==> src/hw/rsc_defs.svh <==
// register map, field positions, keys and timing counts of the rtc status block
// assumes a 40 MHz system clock and a 32 kHz reference tick pulse
`ifndef RSC_DEFS_SVH
`define RSC_DEFS_SVH
// byte offsets on the apb bus
`define RSC_OFF_CTRL     8'h40
`define RSC_OFF_STATUS   8'h44
`define RSC_OFF_IRQ_EN   8'h48
`define RSC_OFF_COMP_LO  8'h4C
`define RSC_OFF_COMP_HI  8'h50
`define RSC_OFF_KEY1     8'h6C
`define RSC_OFF_KEY2     8'h70
// status fields
`define RSC_ST_BUSY      0
`define RSC_ST_RUN       1
`define RSC_ST_SEC       2
`define RSC_ST_ALARM     6
`define RSC_ST_RSVD_VAL  25'h1FFFFFF
// irq enable fields
`define RSC_IE_ALARM     3
`define RSC_IE_TIMER     2
// control fields
`define RSC_CT_RUN       0
`define RSC_CT_AUTO      2
// unlock keys
`define RSC_KEY1_VAL     32'h83E70B13
`define RSC_KEY2_VAL     32'h95A4F1E0
// reset values
`define RSC_RST_BYTE     8'h00
`define RSC_RST_IE       4'h0
// timing
`define RSC_REF_TICKS    17'h08000
`define RSC_CLK_PERIOD_NS 25
`define RSC_BUSY_LEAD_NS  15000
`define RSC_REF_PERIOD_NS 30517
`define RSC_BUSY_LEAD_CYC ((`RSC_BUSY_LEAD_NS + `RSC_CLK_PERIOD_NS - 1) / `RSC_CLK_PERIOD_NS)
`define RSC_REF_CYC       (`RSC_REF_PERIOD_NS / `RSC_CLK_PERIOD_NS)
`define RSC_BUSY_START    11'(`RSC_REF_CYC - `RSC_BUSY_LEAD_CYC)
`endif

==> src/hw/rsc_pkg.sv <==
// types shared by the rtc status block
// assumes nothing beyond the defs header
package rsc_pkg;
  typedef enum logic [1:0] {
    RSC_LOCKED  = 2'b00,
    RSC_KEY_ONE = 2'b01,
    RSC_OPEN    = 2'b10
  } rsc_lock_e;
  typedef enum logic [1:0] {
    RSC_EV_SEC  = 2'b00,
    RSC_EV_MIN  = 2'b01,
    RSC_EV_HOUR = 2'b10,
    RSC_EV_DAY  = 2'b11
  } rsc_period_e;
endpackage : rsc_pkg

==> src/hw/rsc_time_chain.sv <==
// cascade of second, minute and hour counters giving advance pulses
// assumes sec_tick is a one-cycle pulse once per second
`timescale 1ns/1ps
module rsc_time_chain (
  input  wire logic clk,
  input  wire logic rst_n,
  input  wire logic ce,
  input  wire logic sec_tick,
  output logic      min_adv,
  output logic      hr_adv,
  output logic      day_adv
);
  wire  [3:0] carry;

  // wrap limit of each stage
  function automatic logic [5:0] lim(input int unsigned idx);
    lim = (idx == 2) ? 6'h17 : 6'h3B;
  endfunction : lim

  assign carry[0] = sec_tick;

  ////////////////////////////////////////////////////////////////////////////
  // one counter per stage, carry out on wrap
  genvar i;
  for (i = 0; i < 3; i++) begin : g_stage
    logic [5:0] cnt_q;
    assign carry[i+1] = carry[i] & (cnt_q == lim(i));
    always_ff @(posedge clk or negedge rst_n) begin
      if (!rst_n) begin
        cnt_q <= 6'h00;
      end else if (ce && carry[i]) begin
        cnt_q <= carry[i+1] ? 6'h00 : cnt_q + 6'h01;
      end
    end
  end

  assign min_adv = carry[1];
  assign hr_adv  = carry[2];
  assign day_adv = carry[3];
endmodule : rsc_time_chain

==> src/hw/rsc_status_regs.sv <==
// rtc status, interrupt enable, drift compensation and key protection over apb
// assumes ref_tick is a one-cycle 32 kHz pulse and alarm_match comes from the
// calendar compare logic, both synchronous to clk
//
// The address map and the APB slave port were decided locally.
`timescale 1ns/1ps
`include "rsc_defs.svh"

// Behaviour
// - alarm flag sets on alarm when enable bit 3 set, write-one clears
// - bit 5 shows day advance when timer on
// - bit 4 shows hour advance when timer on
// - bit 3 shows minute advance when timer on
// - bit 2 shows second advance when timer on
// - bit 1 reads one while counter runs
// - bit 0 busy during update and 15us before
// - enable bit 3 gates alarm interrupt, resets zero
// - enable bit 2 turns periodic interrupts on
// - bits 1-0 pick second, minute, hour, day
// - compensation bytes subtracted from 32k period
// - low compensation byte read/write, resets zero
// - compensation applies only with auto enable
// - protected registers ignore writes until unlocked
// - unlock needs first key then second key
// - any first key write re-locks
// - compensation applied once per hour
module rsc_status_regs
  import rsc_pkg::*;
(
  input  wire logic        clk,
  input  wire logic        rst_n,
  input  wire logic        ce,
  input  wire logic        psel,
  input  wire logic        penable,
  input  wire logic        pwrite,
  input  wire logic [7:0]  paddr,
  input  wire logic [31:0] pwdata,
  output logic [31:0]      prdata,
  output logic             pready,
  output logic             pslverr,
  input  wire logic        ref_tick,
  input  wire logic        alarm_match,
  output logic             sec_pulse,
  output logic             irq
);
  rsc_lock_e   lock_q;
  rsc_lock_e   lock_d;
  logic        run_q;
  logic        auto_q;
  logic [3:0]  ie_q;
  logic [7:0]  comp_lo_q;
  logic [7:0]  comp_hi_q;
  logic [31:0] key1_q;
  logic [31:0] key2_q;
  logic        alarm_q;
  logic [3:0]  evt_q;
  logic [16:0] sub_q;
  logic [16:0] len_q;
  logic [16:0] len_d;
  logic [10:0] cyc_q;
  logic        irq_q;
  logic [31:0] prdata_q;
  logic        min_adv;
  logic        hr_adv;
  logic        day_adv;

  // pick the advance pulse of the selected period
  function automatic logic pick_adv(input logic [1:0] sel, input logic [3:0] adv);
    case (rsc_period_e'(sel))
      RSC_EV_SEC:  pick_adv = adv[0];
      RSC_EV_MIN:  pick_adv = adv[1];
      RSC_EV_HOUR: pick_adv = adv[2];
      RSC_EV_DAY:  pick_adv = adv[3];
      default:     pick_adv = 1'b0;
    endcase
  endfunction : pick_adv

  ////////////////////////////////////////////////////////////////////////////
  // apb decode
  wire        wr_acc   = psel & penable & pwrite & ce;
  wire        setup    = psel & ~penable;
  wire        hit_ctrl = (paddr == `RSC_OFF_CTRL);
  wire        hit_st   = (paddr == `RSC_OFF_STATUS);
  wire        hit_ie   = (paddr == `RSC_OFF_IRQ_EN);
  wire        hit_clo  = (paddr == `RSC_OFF_COMP_LO);
  wire        hit_chi  = (paddr == `RSC_OFF_COMP_HI);
  wire        hit_k1   = (paddr == `RSC_OFF_KEY1);
  wire        hit_k2   = (paddr == `RSC_OFF_KEY2);
  wire        hit_any  = hit_ctrl | hit_st | hit_ie | hit_clo | hit_chi | hit_k1 | hit_k2;
  wire        unlocked = (lock_q == RSC_OPEN);
  wire        wr_prot  = wr_acc & unlocked;
  wire        wr_ctrl  = wr_prot & hit_ctrl;
  wire        wr_st    = wr_prot & hit_st;
  wire        wr_ie    = wr_prot & hit_ie;
  wire        wr_clo   = wr_prot & hit_clo;
  wire        wr_chi   = wr_prot & hit_chi;
  wire        wr_k1    = wr_acc & hit_k1;
  wire        wr_k2    = wr_acc & hit_k2;

  assign pready  = 1'b1;
  assign pslverr = psel & penable & ~hit_any;
  assign prdata  = prdata_q;

  ////////////////////////////////////////////////////////////////////////////
  // key sequence
  always_comb begin
    lock_d = lock_q;
    if (wr_k1) begin
      lock_d = (pwdata == `RSC_KEY1_VAL) ? RSC_KEY_ONE : RSC_LOCKED;
    end else if (wr_k2) begin
      lock_d = (lock_q == RSC_KEY_ONE && pwdata == `RSC_KEY2_VAL) ? RSC_OPEN
             : (lock_q == RSC_OPEN) ? RSC_OPEN : RSC_LOCKED;
    end
  end

  always_ff @(posedge clk or negedge rst_n) begin
    if (!rst_n) begin
      lock_q <= RSC_LOCKED;
      key1_q <= 32'h00000000;
      key2_q <= 32'h00000000;
    end else if (ce) begin
      lock_q <= lock_d;
      if (wr_k1) key1_q <= pwdata;
      if (wr_k2) key2_q <= pwdata;
    end
  end

  ////////////////////////////////////////////////////////////////////////////
  // control, enable and compensation registers
  always_ff @(posedge clk or negedge rst_n) begin
    if (!rst_n) begin
      run_q     <= 1'b0;
      auto_q    <= 1'b0;
      ie_q      <= `RSC_RST_IE;
      comp_lo_q <= `RSC_RST_BYTE;
      comp_hi_q <= `RSC_RST_BYTE;
    end else begin
      if (wr_ctrl) begin
        run_q  <= pwdata[`RSC_CT_RUN];
        auto_q <= pwdata[`RSC_CT_AUTO];
      end
      if (wr_ie)  ie_q      <= pwdata[3:0];
      if (wr_clo) comp_lo_q <= pwdata[7:0];
      if (wr_chi) comp_hi_q <= pwdata[7:0];
    end
  end

  ////////////////////////////////////////////////////////////////////////////
  // 32 kHz divider with hourly compensation
  wire [15:0] comp_val = {comp_hi_q, comp_lo_q};
  wire        last_tk  = (sub_q == len_q - 17'h00001);
  wire        apply_c  = hr_adv & auto_q;
  assign sec_pulse = ce & run_q & ref_tick & last_tk;
  assign len_d     = apply_c ? (`RSC_REF_TICKS - {comp_val[15], comp_val})
                             : `RSC_REF_TICKS;

  always_ff @(posedge clk or negedge rst_n) begin
    if (!rst_n) begin
      sub_q <= 17'h00000;
      len_q <= `RSC_REF_TICKS;
      cyc_q <= 11'h000;
    end else if (ce) begin
      if (ref_tick) begin
        cyc_q <= 11'h000;
      end else if (cyc_q != 11'h7FF) begin
        cyc_q <= cyc_q + 11'h001;
      end
      if (sec_pulse) begin
        sub_q <= 17'h00000;
        len_q <= len_d;
      end else if (run_q && ref_tick) begin
        sub_q <= sub_q + 17'h00001;
      end
    end
  end

  rsc_time_chain u_chain (
    .clk      (clk),
    .rst_n    (rst_n),
    .ce       (ce),
    .sec_tick (sec_pulse),
    .min_adv  (min_adv),
    .hr_adv   (hr_adv),
    .day_adv  (day_adv)
  );

  ////////////////////////////////////////////////////////////////////////////
  // status flags and interrupt request
  wire [3:0] adv_now   = {day_adv, hr_adv, min_adv, sec_pulse};
  wire       tmr_en    = ie_q[`RSC_IE_TIMER];
  wire       alarm_set = ce & alarm_match & ie_q[`RSC_IE_ALARM];
  wire       alarm_clr = wr_st & pwdata[`RSC_ST_ALARM];
  wire       busy      = (run_q & last_tk & (cyc_q >= `RSC_BUSY_START)) | sec_pulse;
  wire [3:0] evt_vis   = evt_q & {4{tmr_en}};
  wire       per_hit   = tmr_en & pick_adv(ie_q[1:0], adv_now);
  wire [31:0] st_rd    = {`RSC_ST_RSVD_VAL, alarm_q, evt_vis, run_q, busy};

  always_ff @(posedge clk or negedge rst_n) begin
    if (!rst_n) begin
      alarm_q <= 1'b0;
      evt_q   <= 4'h0;
      irq_q   <= 1'b0;
    end else if (ce) begin
      if (alarm_set) alarm_q <= 1'b1;
      else if (alarm_clr) alarm_q <= 1'b0;
      if (sec_pulse) evt_q <= adv_now;
      irq_q <= alarm_set | per_hit;
    end
  end
  assign irq = irq_q;

  ////////////////////////////////////////////////////////////////////////////
  // read data captured in the setup cycle
  wire [31:0] rd_mux =
      hit_ctrl ? {29'h0, auto_q, 1'b0, run_q} :
      hit_st   ? st_rd :
      hit_ie   ? {28'h0, ie_q} :
      hit_clo  ? {24'h0, comp_lo_q} :
      hit_chi  ? {24'h0, comp_hi_q} :
      hit_k1   ? key1_q :
      hit_k2   ? key2_q : 32'h00000000;

  always_ff @(posedge clk or negedge rst_n) begin
    if (!rst_n) begin
      prdata_q <= 32'h00000000;
    end else if (ce && setup) begin
      prdata_q <= rd_mux;
    end
  end
endmodule : rsc_status_regs

==> config.mk <==
export PLATFORM = sky130hd
export DESIGN_NAME = rsc_status_regs
export DESIGN_NICKNAME = d
export VERILOG_FILES = /design/src/hw/rsc_pkg.sv /design/src/hw/rsc_time_chain.sv /design/src/hw/rsc_status_regs.sv
export VERILOG_INCLUDE_DIRS = /design/src /design/src/hw
export SDC_FILE = /design/constraint.sdc
export NUM_CORES = 1
export LEC_CHECK = 0
export BUFFER_PORTS_ARGS = -buffer_cell sky130_fd_sc_hd__buf_2
export CORE_MARGIN = 2
export CORE_UTILIZATION = 45
export DETAILED_ROUTE_END_ITERATION = 12
export HOLD_SLACK_MARGIN = 0.03
export SLEW_MARGIN = 25
export SYNTH_ARGS = -nofsm -noshare
export SYNTH_HDL_FRONTEND = slang
export SYNTH_SLANG_ARGS = --single-unit
==> constraint.sdc <==
create_clock -name clk -period 3.8 [get_ports clk]
set_input_delay 0.38 -clock clk [delete_from_list [all_inputs] [get_ports clk]]
set_output_delay 0.38 -clock clk [all_outputs]
set_load 0.01 [all_outputs]
# Word level (Yosys, flattened, before mapping)
# Index checks and enable logic that the tools add are counted.
[op_classes] eq_ne=19 add_sub_neg=7 n_bitwise=37 multipliers=0 n_mux=23 n_div=0 n_lt_le_gt_ge=1 shifts=0 n_reduce_logical=18
[ops] operator="32-bit 2-to-1 mux" n=7
[ops] operator="32-bit == test, second input constant" n=2
[ops] operator="8-bit by 7-bit == test with 1-bit output, second input constant" n=7
[ops] operator="17-bit 2-to-1 mux" n=3
[ops] operator="1-bit bitwise AND" n=26
[ops] operator="11-bit 2-to-1 mux" n=2
[ops] operator="6-bit by 1-bit adder with 6-bit output, second input constant" n=3
[ops] operator="6-bit 2-to-1 mux" n=3
[ops] operator="17-bit by 1-bit adder with 17-bit output, second input constant" n=1
[ops] operator="17-bit == test" n=1
[ops] operator="16-bit by 17-bit subtractor with 17-bit output, first input constant" n=1
[ops] operator="17-bit by 1-bit subtractor with 17-bit output, second input constant" n=1
[ops] operator="2-bit AND reduction" n=7
[ops] operator="6-bit == test, second input constant" n=2
[ops] operator="11-bit by 1-bit adder with 11-bit output, second input constant" n=1
[ops] operator="11-bit by 10-bit greater-or-equal comparator with 1-bit output, second input constant" n=1
[ops] operator="11-bit != test, second input constant" n=1
[ops] operator="2-bit 2-to-1 mux" n=4
[ops] operator="1-bit bitwise OR" n=8
[ops] operator="2-bit nonzero test" n=4
[ops] operator="2-bit == test, second input constant" n=3
[ops] operator="6-bit by 5-bit == test with 1-bit output, second input constant" n=1
[ops] operator="1-bit logical AND" n=6
[ops] operator="4-bit bitwise AND" n=1
[ops] operator="5 further kinds" n=9
[totals] latchBits=0 mem_bits_ro=0 out_inout_bits=36 wordCells=123 reg_bits=189 ram_bits=0 memories=0 in_bits=48

# Logic depth before layout (Yosys ltp)
[logic_depth] word_depth=9 mapped_depth=11 mapped_depth_nobuf=10

# Hierarchy
# From an unflattened synthesis, not the netlist that was laid out.
[hier_totals] hier_cells=888 hier_area_um2=9545.4
[by_module_without_submodules] module="rsc_status_regs" cells_each=794 area_per_inst_um2=8612.0 n_inst=1
[by_module_without_submodules] module="rsc_time_chain" cells_each=94 area_per_inst_um2=933.4 n_inst=1

# Worst setup path after synthesis
# Ideal clock, no wire load.
[synth_timing] kind="register to register" startpoint="register len_q[0]" endpoint="register u_chain.g_stage[2].cnt_q[3]" required_time_ns=3.675 synth_period_minus_slack_ns=3.155 setup_slack_ns=0.645 t_arrival_ns=3.030 path_stages_with_launch=11 setup_ns=0.125 cell_sequence="dfrtp_1 -> inv_1 -> ha_1 -> nor3b_1 -> a21oi_1 -> or4_1 -> or4_1 -> nand4bb_1 -> buf_2 -> nor3_1 -> mux2_2"
[synth_between] elab_chain_cells=7 elab_cells_between_ends=8
[synth_lines] element="start: declaration" line="rsc_status_regs.sv:58" rtl="logic [16:0] len_q;"
[synth_lines] element="start signal: assignment" line="rsc_status_regs.sv:160" rtl="len_q <= `RSC_REF_TICKS;"
[synth_lines] element="start signal: assignment" line="rsc_status_regs.sv:170" rtl="len_q <= len_d;"
[synth_lines] element="17-bit by 1-bit subtractor with 17-bit output (*)" line="rsc_status_regs.sv:151" rtl="wire last_tk = (sub_q == len_q - 17'h00001);"
[synth_lines] element="17-bit == test (*)" line="rsc_status_regs.sv:151"
[synth_lines] element="1-bit bitwise AND (*)" line="rsc_status_regs.sv:153" rtl="assign sec_pulse = ce & run_q & ref_tick & last_tk;"
[synth_lines] element="1-bit bitwise AND (*) (2 in a row)" line="rsc_time_chain.sv:27" rtl="assign carry[i+1] = carry[i] & (cnt_q == lim(i));"
[synth_lines] element="1-bit bitwise AND" line="rsc_time_chain.sv:27"
[synth_lines] element="6-bit 2-to-1 mux" line="rsc_time_chain.sv:32" rtl="cnt_q <= carry[i+1] ? 6'h00 : cnt_q + 6'h01;"
[synth_lines] element="end signal: assignment" line="rsc_time_chain.sv:32"
[synth_lines] element="end: declaration" line="rsc_time_chain.sv:26" rtl="logic [5:0] cnt_q;"
# Every way passes the cells marked *; elsewhere a longest branch is shown, timed or not.
# A chain may end at the register's enable or synchronous reset.

# Worst setup path in the final report
[layout_timing] startpoint="register len_q[8]" endpoint="output sec_pulse"
[layout_between] elab_chain_cells=3
[layout_lines] element="17-bit by 1-bit subtractor with 17-bit output" line="rsc_status_regs.sv:151"
[layout_lines] element="17-bit == test" line="rsc_status_regs.sv:151"
[layout_lines] element="1-bit bitwise AND" line="rsc_status_regs.sv:153"
[layout_lines] element="end: declaration" line="rsc_status_regs.sv:43" rtl="output logic sec_pulse,"
# No other way between the ends.

==> results.cfg <==
[cts]
clk_latency_ps = 450
htreeDepth = 4
clk_path_buf_depth = 2
cts_buffers = 17
cts.sinks = 189
cts_root_buf = clkbuf_16
cts_tree = yes
clk_pin_slew_ps = 80

[yosys]
yosysWarnings = 0
yosys_most_used_dff = dfrtp_1
synth_area_leader_cell = dfrtp_1
syn_nets = 958
syn_inst = 902
yosys_register_bits = 189
synth.avg_cell_area_um2 = 10.44
synth_edf_count = 0
synth_top_area_share_pct = 49.97
yosysUniqueCellTypes = 69
synthesis.area_um2 = 9414
synthTopCellsByArea = dfrtp_1 (50%), mux2_2 (10%), nand2_1 (4.2%)
async_reset_ff_share_pct = 100.0
seq_area_frac_synth_pct = 50.25

[power]
peakVddDrop_v = 0.0002856
power.share.sequential_pct = 50.6
swShare_pct = 26.15
combinationalPowerShare_pct = 3.9
power_leakage_uw = 0.005133
p_switching_uw = 1054
power_density_nw_per_um2 = 372.3
intPower_uw = 2975
p_clk_share_pct = 45.5
finalPower_uw = 4028

[final_layout]
fillers = 1853
syn_to_final_growth_pct = 14.94
drive_gt1_share_pct = 24.47
n_antenna_cell = 0
nets = 1036
multi_input_area_um2 = 4425
regArea_um2 = 4731

[route]
drt_iter0_markers = 415
routed_via_density = 5.664
wl_mm = 23.02
via_count = 7154
routedWlPerCell_um = 18.23
drt-pass1-iter-count = 5
antenna_left = 0
drc = 0

[critical_path]
required_ps = 3420
worst_setup_path_end_kind = output port
path_cells = or4_4 > or3_1 > a2111o_1 > a211oi_1 > nand4b_1 > inv_4 > buf_2
cp_max_fo = 12
cp_slowest_stage_delay_ps = 580
critPathKind = register to output port
crit_buf_inv = 2
crit_path_top_delay_cell = or4_4
cp_top_family = simple AND/OR/NAND/NOR gates
rrSetupSlack_ps = 460
crit_arrival_ps = 3260
cp-start-kind = register

[global_route]
grt_max_degree = 97
grt_pass1_vias = 7253
grt_pass1_wl_mm = 38.51
grt_overflow = 0
antenna_found_initial = 1
track_usage_pct = 22.10

[placed_design]
hpwl_mm = 16.22
io_buffer_count = 82
place.gp.congestion = 0.8244

[sta]
min_period_ps = 3637
fin_crit_sh_pct = 95.70
setup_viol = 0
worst_pin_slew_ps = 1054
holdWs_ps = -4.872
rsz0062_at_grt = no
clock_skew_ps = 15.36
setup_tns_ps = 0
fmax_mhz = 275.0
slew_headroom_pct = 27.92
report.final.slew_viol_count = 0
hold_violations = 2

[status]
status = finished, violations left
failed_checks = hold timing

[floorplanning]
dieArea_um2 = 22090
fp.dieH_um = 148.6
row_count = 52
ioPinCount = 84
start_util_pct = 46.23
core-area_um2 = 20360
fp.dieW_um = 148.6

[run]
maxCapViolations = 0

[min_path]
worstHoldPathType = input pin to async pin
[cell families after synthesis]
kind of cell / after synthesis / share of synthesized area, %
and+or+nand+nor: 318 / 17.61
DFF: 189 / 50.25
other: 1 / 0.03983
adders and majority gates: 8 / 1.063
buffers and inverters: 67 / 2.964
muxes: 90 / 10.75
AOI/OAI and AO/OA: 175 / 12.29
xor gates and xnor gates: 54 / 5.024
[power groups by stage]
stage          sequential [uW]  clock (uW)  combinational (uW)
6_report                  2040        1830                 158
5_1_grt                   2040        1950                 182
3_5_place_dp              2080           0                 161
3_3_place_gp              2080           0                 162
2_1_floorplan             2080           0                50.3
4_1_cts                   2040        1870                 162
[sequential cells by signal, indices dropped and copies added (netlist names)]
register,count
comp_hi_q,8
len_q,17
ie_q,4
prdata,32
evt_q,4
sub_q,17
comp_lo_q,8
u_chain.g_stage.cnt_q,18
key2_q,32
alarm_q,1
irq,1
auto_q,1
lock_q,2
key1_q,32
run_q,1
cyc_q,11
[cell usage in the layout (no fill, tap or decap), types with 4 or more instances in the layout]
cell type,count
o31ai_1,15
or2_2,4
xor2_1,27
nand4_1,11
xnor2_1,27
o211ai_1,5
clkbuf_16,17
a31oi_1,4
and2_1,5
nand3_1,29
and3_1,11
buf_2,81
a21oi_1,21
o41ai_1,5
nand2b_1,9
inv_6,4
o21ai_0,65
nor3b_1,4
or4_1,7
nor3_1,25
nor2_1,44
clkinv_8,5
dfrtp_1,188
inv_1,16
a221oi_1,24
a21o_1,9
nand2_1,105
nor2b_1,4
mux2_2,85
nor4b_1,6
nand3b_1,4
ha_1,8
a22oi_1,6
nor4_1,14
buf_4,25
or3_1,13
mux2_1,4
[synthesized netlist by cell type (14+ instances only)]
cell and instances:
o31ai_1 15, mux2_2 85, a221oi_1 24, nand3_1 29, nand2_1 105, xor2_1 27, xnor2_1 27, nor4_1 14
dfrtp_1 188, nor2_1 45, clkbuf_1 36, a21oi_1 21, nor3_1 25, inv_1 16, o21ai_0 65
[path summary, 6_finish.rpt]
kind / to / depth (start not counted) / from
min in group clk: key1_q[24] / 2 / pwdata[24]
max: sec_pulse / 7 / len_q[8]
min reg2reg: prdata[10] / 2 / prdata[10]
min: u_chain.g_stage[0].cnt_q[2] / 1 / rst_n
max reg2reg: u_chain.g_stage[1].cnt_q[0] / 7 / len_q[8]
max in group asynchronous: lock_q[1] / 2 / rst_n
[metal layers]
layer / wire length [um] / GRT usage [%] / vias up / part of all wire (%)
met3: 998 / 4.356 / 26 / 4.3
li1: - / - / 3444 / -
met1: 10810 / 30.81 / 3546 / 47
met5: 0 / 0 / - / 0
met4: 414 / 7.048 / 0 / 1.8
met2: 10800 / 34.98 / 138 / 47
[metrics by stage]
step	instances	hold slack [ps]	area, um^2	util [%]	setup WS [ps]
finish	1263	-4.872	10820	53.13	163.4
global route	1263	75.40	10820	53.13	23.58
CTS	1261	48.71	10800	53.02	8.942
detailed placement	1229	465.0	10180	50.01	415.8
global placement	1229	459.5	10180	50.01	486.8
floorplan	902	84.41	9414	-	645.3
[final cells by class]
class                   instances  share of cell area, %
inverters                      17                 0.6129
repair buffers                109                  5.978
clock buffers                  17                  3.932
well taps                     270                  3.122
flip-flops and latches        189                  43.72
multi-input cells             646                  40.90
clock inverters                15                  1.735
[timing repair]
action                                  in CTS  in global routing
endpoints found under the setup margin       0                  1
buffers inserted                             0                  2
hold buffers                                 0                  0
resized for setup                            0                  2
endpoints found under the hold margin        0                  0
No activity file was read; power rests on OpenSTA's default activity.
